===== config.mk =====
export PLATFORM = sky130hd
export DESIGN_NAME = rcl_reset_cause
export DESIGN_NICKNAME = d
export VERILOG_FILES = /design/src/design/rcl_pkg.sv /design/src/design/rcl_reset_cause.sv
export SDC_FILE = /design/constraint.sdc
export NUM_CORES = 1
export LEC_CHECK = 0
export BUFFER_PORTS_ARGS = -buffer_cell sky130_fd_sc_hd__buf_2
export CORE_UTILIZATION = 30
export DETAILED_ROUTE_END_ITERATION = 8
export GPL_TIMING_DRIVEN = 0
export MAX_ROUTING_LAYER = met4
export PLACE_DENSITY = 0.48
export RECOVER_POWER = 25
export SLEW_MARGIN = 20
export SYNTH_ARGS = -nofsm -noshare
export SYNTH_HDL_FRONTEND = slang
export SYNTH_SLANG_ARGS = --single-unit
export TNS_END_PERCENT = 5

===== constraint.sdc =====
create_clock -name CLOCK_I -period 3.4 [get_ports CLOCK_I]
set_clock_uncertainty 0.05 [all_clocks]
set_input_delay 0.68 -clock CLOCK_I [delete_from_list [all_inputs] [get_ports CLOCK_I]]
set_output_delay 0.68 -clock CLOCK_I [all_outputs]
set_load 0.01 [all_outputs]

===== src/design/rcl_pkg.sv =====
// constants shared by the reset cause logic: address, bit positions, encodings
// assumes an 8-bit special function register bus with one-cycle read and write strobes
package rcl_pkg;
   localparam logic [7:0] RCL_ADDR_RESET_CAUSE = 8'hEF;
   localparam int RCL_BIT_MEM = 6;
   localparam int RCL_BIT_CMP = 5;
   localparam int RCL_BIT_SW = 4;
   localparam int RCL_BIT_WDT = 3;
   localparam int RCL_BIT_MCD = 2;
   localparam int RCL_BIT_POR = 1;
   localparam int RCL_BIT_PIN = 0;
   localparam logic [7:0] RCL_CAUSE_POR = 8'h02;
   localparam logic [7:0] RCL_ZERO = 8'h00;
   localparam logic [7:0] RCL_READ_MASK = 8'h7F;
   // cycles the system reset request is held once a source fires
   localparam logic [3:0] RCL_HOLD_CYCLES = 4'h8;
   localparam logic [3:0] RCL_HOLD_ZERO = 4'h0;
   localparam logic [3:0] RCL_HOLD_STEP = 4'h1;
   // idle levels of the synchroniser chains: active-high sources rest low,
   // the active-low comparator output and reset pin rest high
   localparam logic [2:0] RCL_SYNC_LOW = 3'h0;
   localparam logic [2:0] RCL_SYNC_HIGH = 3'h7;
   typedef enum logic [2:0] {
      RCL_SRC_NONE,
      RCL_SRC_MEM,
      RCL_SRC_CMP,
      RCL_SRC_SW,
      RCL_SRC_WDT,
      RCL_SRC_MCD,
      RCL_SRC_VDD,
      RCL_SRC_PIN
   } rcl_src_e;
endpackage


===== src/design/rcl_reset_cause.sv =====
// reset cause logic: records which source caused the last system reset and
// enables comparator, missing clock and supply monitor reset sources.
// assumes: RST_N_I is the power-on reset; event inputs come from pins or other
// clocks and are synchronised here; SYS_RESET_O drives the rest of the chip.
`timescale 1ns/1ns
module rcl_reset_cause
   import rcl_pkg::*;
(
   // clock and power-on reset
   input wire logic CLOCK_I,
   input wire logic RST_N_I,
   // special function register bus
   input wire logic [7:0] SFR_ADDR_I,
   input wire logic [7:0] SFR_WDATA_I,
   input wire logic SFR_WR_I,
   input wire logic SFR_RD_I,
   output logic [7:0] SFR_RDATA_O,
   output logic SFR_SEL_O,
   // reset sources, all asynchronous to the clock
   input wire logic MEM_ERR_I,
   input wire logic CMP_OUT_I,
   input wire logic WDT_OVF_I,
   input wire logic MCD_TIMEOUT_I,
   input wire logic VDD_LOW_I,
   input wire logic PIN_RST_N_I,
   // enables seen by the sources and the resulting reset request
   output logic CMP_RESET_EN_O,
   output logic MCD_EN_O,
   output logic VDD_RESET_EN_O,
   output logic SYS_RESET_O
);
   // synchroniser chains, stage 0 faces the pin
   logic [2:0] mem_s_r;
   logic [2:0] cmp_s_r;
   logic [2:0] wdt_s_r;
   logic [2:0] mcd_s_r;
   logic [2:0] vdd_s_r;
   logic [2:0] pin_s_r;
   // settled source levels
   logic mem_q_r;
   logic cmp_q_r;
   logic wdt_q_r;
   logic mcd_q_r;
   logic vdd_q_r;
   logic pin_n_q_r;
   // register state
   logic [6:0] cause_r;
   logic cmp_en_r;
   logic mcd_en_r;
   logic vdd_en_r;
   logic [3:0] hold_r;
   logic [7:0] rdata_r;
   // bus decode and source arbitration
   logic hit;
   logic wr_hit;
   logic sw_force;
   logic start;
   rcl_src_e src;

   // one-hot cause pattern for a flag position; bit 7 is never a flag, so
   // only the seven flag bits are handed back
   function automatic logic [6:0] rcl_onehot(input int pos);
      logic [7:0] full;
      full = 8'h01 << pos;
      rcl_onehot = full[6:0];
   endfunction

   // a level counts only once stages two and three agree, so a glitch of a
   // single cycle caught by the first stage never reaches the cause logic
   function automatic logic rcl_settled(input logic [2:0] s, input logic q);
      rcl_settled = q;
      if (s[1] == s[2]) begin
         rcl_settled = s[2];
      end
   endfunction

   // three-stage synchronisers; a level is accepted once stages two and three agree
   always_ff @(posedge CLOCK_I or negedge RST_N_I) begin
      if (!RST_N_I) begin
         mem_s_r <= RCL_SYNC_LOW;
         cmp_s_r <= RCL_SYNC_HIGH;
         wdt_s_r <= RCL_SYNC_LOW;
         mcd_s_r <= RCL_SYNC_LOW;
         vdd_s_r <= RCL_SYNC_LOW;
         pin_s_r <= RCL_SYNC_HIGH;
      end else begin
         mem_s_r <= {mem_s_r[1:0], MEM_ERR_I};
         cmp_s_r <= {cmp_s_r[1:0], CMP_OUT_I};
         wdt_s_r <= {wdt_s_r[1:0], WDT_OVF_I};
         mcd_s_r <= {mcd_s_r[1:0], MCD_TIMEOUT_I};
         vdd_s_r <= {vdd_s_r[1:0], VDD_LOW_I};
         pin_s_r <= {pin_s_r[1:0], PIN_RST_N_I};
      end
   end

   always_ff @(posedge CLOCK_I or negedge RST_N_I) begin
      if (!RST_N_I) begin
         mem_q_r <= 1'b0;
         cmp_q_r <= 1'b1;
         wdt_q_r <= 1'b0;
         mcd_q_r <= 1'b0;
         vdd_q_r <= 1'b0;
         pin_n_q_r <= 1'b1;
      end else begin
         mem_q_r <= rcl_settled(mem_s_r, mem_q_r);
         cmp_q_r <= rcl_settled(cmp_s_r, cmp_q_r);
         wdt_q_r <= rcl_settled(wdt_s_r, wdt_q_r);
         mcd_q_r <= rcl_settled(mcd_s_r, mcd_q_r);
         vdd_q_r <= rcl_settled(vdd_s_r, vdd_q_r);
         pin_n_q_r <= rcl_settled(pin_s_r, pin_n_q_r);
      end
   end

   assign hit = (SFR_ADDR_I == RCL_ADDR_RESET_CAUSE);
   assign wr_hit = SFR_WR_I && hit;
   // the force is taken combinationally so the reset starts at the very edge
   // that takes the write, before the processor can fetch another instruction
   assign sw_force = wr_hit && SFR_WDATA_I[RCL_BIT_SW];
   // a new event is accepted only while no reset request is running
   assign start = (src != RCL_SRC_NONE) && (hold_r == RCL_HOLD_ZERO);

   // source priority: supply first, then pin, then the internal sources
   // a sagging supply makes every other flag untrustworthy, so it wins; the pin
   // comes next as it is the one source driven straight from outside
   always_comb begin
      src = RCL_SRC_NONE;
      if (vdd_en_r && vdd_q_r) src = RCL_SRC_VDD;
      else if (!pin_n_q_r) src = RCL_SRC_PIN;
      else if (mem_q_r) src = RCL_SRC_MEM;
      else if (cmp_en_r && !cmp_q_r) src = RCL_SRC_CMP;
      else if (sw_force) src = RCL_SRC_SW;
      else if (wdt_q_r) src = RCL_SRC_WDT;
      else if (mcd_en_r && mcd_q_r) src = RCL_SRC_MCD;
   end

   // cause flags; a new reset replaces the whole record with one flag
   // the power-on value is the supply flag alone, every other flag clear
   always_ff @(posedge CLOCK_I or negedge RST_N_I) begin
      if (!RST_N_I) begin
         cause_r <= RCL_CAUSE_POR[6:0];
      end else if (hold_r == RCL_HOLD_ZERO) begin
         case (src)
            RCL_SRC_MEM: cause_r <= rcl_onehot(RCL_BIT_MEM);
            RCL_SRC_CMP: cause_r <= rcl_onehot(RCL_BIT_CMP);
            RCL_SRC_SW: cause_r <= rcl_onehot(RCL_BIT_SW);
            RCL_SRC_WDT: cause_r <= rcl_onehot(RCL_BIT_WDT);
            RCL_SRC_MCD: cause_r <= rcl_onehot(RCL_BIT_MCD);
            RCL_SRC_VDD: cause_r <= rcl_onehot(RCL_BIT_POR);
            RCL_SRC_PIN: cause_r <= rcl_onehot(RCL_BIT_PIN);
            default: cause_r <= cause_r;
         endcase
      end
   end

   // enables are write-only; a system reset returns them to off, as the chip restarts
   always_ff @(posedge CLOCK_I or negedge RST_N_I) begin
      if (!RST_N_I) begin
         cmp_en_r <= 1'b0;
         mcd_en_r <= 1'b0;
         vdd_en_r <= 1'b0;
      end else if (start) begin
         cmp_en_r <= 1'b0;
         mcd_en_r <= 1'b0;
         vdd_en_r <= 1'b0;
      end else if (wr_hit) begin
         // writing 0 leaves an enable alone, hence no read-modify-write is needed
         if (SFR_WDATA_I[RCL_BIT_CMP]) begin
            cmp_en_r <= 1'b1;
         end
         if (SFR_WDATA_I[RCL_BIT_MCD]) begin
            mcd_en_r <= 1'b1;
         end
         if (SFR_WDATA_I[RCL_BIT_POR]) begin
            vdd_en_r <= 1'b1;
         end
      end
   end

   // reset request stretch so every block sees a clean pulse
   // limitation: a source that rises while the request runs is dropped, not
   // queued; one still standing afterwards starts a fresh request
   always_ff @(posedge CLOCK_I or negedge RST_N_I) begin
      if (!RST_N_I) begin
         hold_r <= RCL_HOLD_ZERO;
      end else if (hold_r != RCL_HOLD_ZERO) begin
         hold_r <= hold_r - RCL_HOLD_STEP;
      end else if (start) begin
         hold_r <= RCL_HOLD_CYCLES;
      end
   end

   // read data registered one cycle after the strobe
   // a read of another address leaves the last answer standing
   always_ff @(posedge CLOCK_I or negedge RST_N_I) begin
      if (!RST_N_I) begin
         rdata_r <= RCL_ZERO;
      end else if (SFR_RD_I && hit) begin
         rdata_r <= {1'b0, cause_r} & RCL_READ_MASK;
      end
   end

   // the select is a combinational handshake and the reset request a decode of hold_r, everything else comes from flops
   assign SFR_RDATA_O = rdata_r;
   assign SFR_SEL_O = hit;
   assign CMP_RESET_EN_O = cmp_en_r;
   assign MCD_EN_O = mcd_en_r;
   assign VDD_RESET_EN_O = vdd_en_r;
   assign SYS_RESET_O = (hold_r != RCL_HOLD_ZERO);
endmodule

=== Word-level counts from Yosys, hierarchy flattened ===
Cells that the tools add are included.

* Input bits: 26
* Register bits after elaboration: 45
* Word-level logic and storage cells: 73

* Equal/unequal tests: 14
* Reduce and logical (&&, ||, !) cells: 21
* Add/subtract/negate cells: 1
* Multiplexer cells: 19

{| class="wikitable"
|+ Operators with widths
! cell !! count
|-
| $pmux 7 s7 || 1
|-
| $mux 3 || 7
|-
| $eq 3x3->1 const B || 4
|-
| $reduce_bool 2->1 || 5
|-
| $mux 1 || 9
|-
| $eq 8x8->1 const B || 1
|-
| $mux 4 || 2
|-
| $reduce_and 2->1 || 4
|-
| $logic_and 1x1->1 || 7
|-
| $reduce_bool 7->1 || 1
|-
| $eq 1x1->1 || 6
|-
| $eq 3x2->1 const B || 2
|-
| $logic_not 4->1 || 1
|-
| $reduce_bool 4->1 || 1
|-
| $sub 4x1->4 const B || 1
|-
| $eq 3x1->1 const B || 1
|-
| $reduce_bool 3->1 || 1
|-
| $logic_not 1->1 || 1
|}

=== Logic depth before layout (Yosys ltp) ===
* Depth after elaboration: 12
* Depth in mapped cells: 5
* Depth with buffers taken out: 4

=== Worst setup path after synthesis ===
OpenSTA, ideal clock, no wires.

* Kind: input to register
* From: input port SFR_ADDR_I[4]
* To: register rdata_r[0], in the netlist SFR_RDATA_O[0]
* Path buffers: 1
* Required time: 3.225 ns
* Stages: 5
* Arrival: 1.814 ns
* Setup slack: 1.412 ns
* Setup time: 0.125 ns
* Cells stage by stage: nand4b_4 -> nor2_1 -> and2_1 -> buf_2 -> mux2_2

* Word-level cells in the longest chain between the ends: 2

{| class="wikitable"
|+ RTL lines
! element !! line !! text
|-
| from (decl) || rcl_reset_cause.sv:13 || <nowiki>input wire logic [7:0] SFR_ADDR_I,</nowiki>
|-
| $eq 8x8->1 || rcl_reset_cause.sv:114 || <nowiki>assign hit = (SFR_ADDR_I == RCL_ADDR_RESET_CAUSE);</nowiki>
|-
| via SFR_SEL_O || rcl_reset_cause.sv:18 || <nowiki>output logic SFR_SEL_O,</nowiki>
|-
| $logic_and 1x1->1 || rcl_reset_cause.sv:197 || <nowiki>end else if (SFR_RD_I && hit) begin</nowiki>
|-
| to (signal assigned) || rcl_reset_cause.sv:198 || <nowiki>rdata_r <= {1'b0, cause_r} & RCL_READ_MASK;</nowiki>
|-
| to (decl) || rcl_reset_cause.sv:52 || <nowiki>logic [7:0] rdata_r;</nowiki>
|}

The timed path passes the listed nets, and every way through them passes these cells.
A chain may end at the register's enable or synchronous reset.

=== Final worst setup path ===
* From: register hold_r[0]
* To: output port SYS_RESET_O

* Word-level cells in the longest chain between the ends: 1

{| class="wikitable"
|+ RTL lines
! element !! line !! text
|-
| from (decl) || rcl_reset_cause.sv:51 || <nowiki>logic [3:0] hold_r;</nowiki>
|-
| from (signal assigned) || rcl_reset_cause.sv:186 || <nowiki>hold_r <= hold_r - RCL_HOLD_STEP;</nowiki>
|-
| $reduce_bool 4->1 || rcl_reset_cause.sv:208 || <nowiki>assign SYS_RESET_O = (hold_r != RCL_HOLD_ZERO);</nowiki>
|-
| to (decl) || rcl_reset_cause.sv:30 || <nowiki>output logic SYS_RESET_O</nowiki>
|}

No other way between the ends.

==> results.txt <==
Outcome - finished, final reports clean
Largest net degree at the start of global routing - 46
Initial antenna violation count - 0
CTS Hold Bufs - 0
Die area - 6050 µm²
CTS resizes - 0
Reg2Reg Setup Slack - 1.63 ns
Core area - 5510 µm²
Post-synth ARST share - 100%
GRT Overall Usage - 11.2%
Post-synthesis sequential area ratio - 66.0%
Clk Latency, worst-skew pair - 0.29 ns
Final hold vios - 0
Synth top area cells - dfrtp_1 52%, dfstp_2 14%, mux2_2 3.9%
Clock transition at path regs - 0.08 ns
EDFF count, synth - 0
Relative slew slack - 54.9%
Max Slew Vio Count - 0
Synth Flop Type - dfrtp_1
Setup Slack @ Placement - 1.17 ns
Count of cell types in the netlist - 40
Fin crit share - 66.8%
Synth cell count leaders - 36 x dfrtp_1, 9 x dfstp_2
Setup WS post-layout - 1.13 ns
CP Capture Type - output port
Mean post-synth cell area - 15.0 µm²
WP data required - 2.67 ns
1st-iter DRT viols - 17
Synth Net Count - 141
Power Density - 575 nW/µm²
Total power - 0.00120 W
Worst Hold Class - flip-flop to flip-flop
Via density per instance - 4.52
Hold Crit Start - mem_s_r[0]$_DFF_PN0_
Port-buffer cells - 33
Cell depth of the worst flop-to-flop path - 4
RSZ-0062 raised after global routing - false
Fin crit period - 2.27 ns
Mapped Area - 1720 µm²
Share of post-route cells with drive strength above 1 - 43.3%
Crit path launch type - flip-flop
Final setup TNS - 0 ns
# clock sinks - 45
CTS tree - yes
CP Class - flip-flop to output port
Initial Util - 31.3%
Drt total wl - 2850 µm
CP max stage cell - nor4_4
Largest fanout on the critical path - 6
Synth area leader - dfrtp_1
Nets@finish - 182
Vias in the first global route - 1066
Row count - 27
Worst path max stage delay - 0.48 ns
Yosys warns - 0
Max-cap violations - 0
FF+latch count, synth - 45
Area share of the largest cell type after synthesis - 52.3%
Pre-antenna DRT Iters - 3
Antenna cells - 0
Setup Viol. Count Final - 0
FF-to-FF Start - hold_r[0]$_DFFE_PN0P_
Total grt overflow - 0
Inserted Clock Buffers - 5
Post-CTS repair timing setup buffer count - 0
Io pins - 39
Cell with the most instances after synthesis - dfrtp_1
Chip Width - 77.8 µm
Area added between synthesis and finish - 20.8%
Critical path arrival - 1.54 ns
Clock Path Buffers - 2
Root Buffer - clkbuf_8
Worst setup path startpoint - hold_r[0]$_DFFE_PN0P_
Final Util - 37.8%
Max VDD drop - 267 µV
Worst setup endpoint - SYS_RESET_O
Syn Inst Count - 115
Wire per inst - 12.4 µm
Die Height - 77.8 µm
H-tree Lvls - 2
Worst Tran Pin Value - 0.677 ns
# fillers - 534
RR Endpoint - cause_r[2]$_DFFE_PN0P_
First-pass GRT wire length - 5040 µm
Detailed-route via count - 1034
Fmax - 0.440 GHz
Residual DRC - 0
Leak pwr - 0.942 nW
Final GP Congestion - 0.764
CP Cell Sequence - nor4_4, inv_2, buf_2
Dpl hpwl - 2130 µm
ANT nets after route - 0
==> logic make-up (layout without fill, tap and decap cells) <==
logic type,after synthesis,count (layout),share of synthesized area [%]
fa+ha+maj,6,6,3.49
flops,45,45,66.0
simple gates,27,27,12.3
buf+inv,9,51,2.25
other cells,1,1,0.218
mux,8,8,5.23
compound gates,19,19,10.5
==> flip-flops by register name, summed over array words and instances (netlist names) <==
| name | flops |
|---|---|
| pin_s_r | 3 |
| mem_q_r | 1 |
| cmp_q_r | 1 |
| hold_r | 4 |
| cmp_s_r | 3 |
| MCD_EN_O | 1 |
| wdt_s_r | 3 |
| cause_r | 7 |
| VDD_RESET_EN_O | 1 |
| mem_s_r | 3 |
| vdd_q_r | 1 |
| mcd_s_r | 3 |
| SFR_RDATA_O | 7 |
| wdt_q_r | 1 |
| vdd_s_r | 3 |
| CMP_RESET_EN_O | 1 |
| pin_n_q_r | 1 |
| mcd_q_r | 1 |
==> stage by stage <==
| step | hold WS (ns) | instance area (µm²) | std cells |
|---|---|---|---|
| 5_1_grt | 0.307 | 2080 | 229 |
| 3_3_place_gp | 0.282 | 1980 | 220 |
| 3_5_place_dp | 0.286 | 1980 | 220 |
| 4_1_cts | 0.304 | 2060 | 228 |
| 6_report | 0.300 | 2080 | 229 |
| 2_1_floorplan | 0.281 | 1720 | 115 |
==> area by class of cell <==
class | instances | area (µm²) | area share, %
Timing Repair Buffer | 34 | 184 | 8.84
Tap cell | 72 | 90.1 | 4.33
Clock inverter | 1 | 7.51 | 0.361
Sequential cell | 45 | 1140 | 54.7
Clock buffer | 7 | 76.3 | 3.67
Buffer | 2 | 12.5 | 0.601
Inverter | 7 | 26.3 | 1.26
Multi-Input combinational cell | 61 | 547 | 26.3
==> how the worst min path moves through the flow <==
stage / cells after the start / end / slack (ns)
after floorplan: 0 / mcd_s_r[1]$_DFF_PN0_ / 0.28
after global placement: 0 / wdt_s_r[1]$_DFF_PN0_ / 0.28
after detailed placement: 0 / wdt_s_r[1]$_DFF_PN0_ / 0.29
after CTS: 0 / wdt_s_r[1]$_DFF_PN0_ / 0.30
after global routing: 0 / wdt_s_r[1]$_DFF_PN0_ / 0.31
final: 0 / mem_s_r[1]$_DFF_PN0_ / 0.30
==> placed cells by master (no fill, tap or decap), types with 2 or more instances in the layout <==
master    instances
o21ai_1           2
mux2_2            6
a31oi_1           4
maj3_1            6
inv_1             6
clkbuf_1          3
buf_2            33
nor2_1            6
nor2b_1           3
mux2_1            2
nand2_1           4
nor3_1            2
a21o_1            2
dfrtp_1          36
clkbuf_8          5
dfstp_2           9
==> per-layer routing <==
layer / GRT usage (%) / wire, µm / share of wire [%]
met5: - / 0 / 0
met3: 3.29 / 129 / 4.5
met1: 14.0 / 1310 / 46
met4: 3.96 / 32 / 1.1
met2: 17.3 / 1380 / 48
==> power by group <==
part           leakage (nW)  internal (W)  switching (W)  total [W]
Sequential            0.548      0.000610      0.0000609   0.000671
Combinational         0.355      0.000102       0.000118   0.000220
Clock                0.0385      0.000145       0.000161   0.000307
Total                 0.942      0.000857       0.000340    0.00120
==> critical path, delay by kind of cell (launching register included) <==
kind                   cells  cell delay (ns)
and+or+nand+nor            1             0.48
DFF                        1             0.44
buffers and inverters      2             0.34
Power figures use the tool's default switching activity.
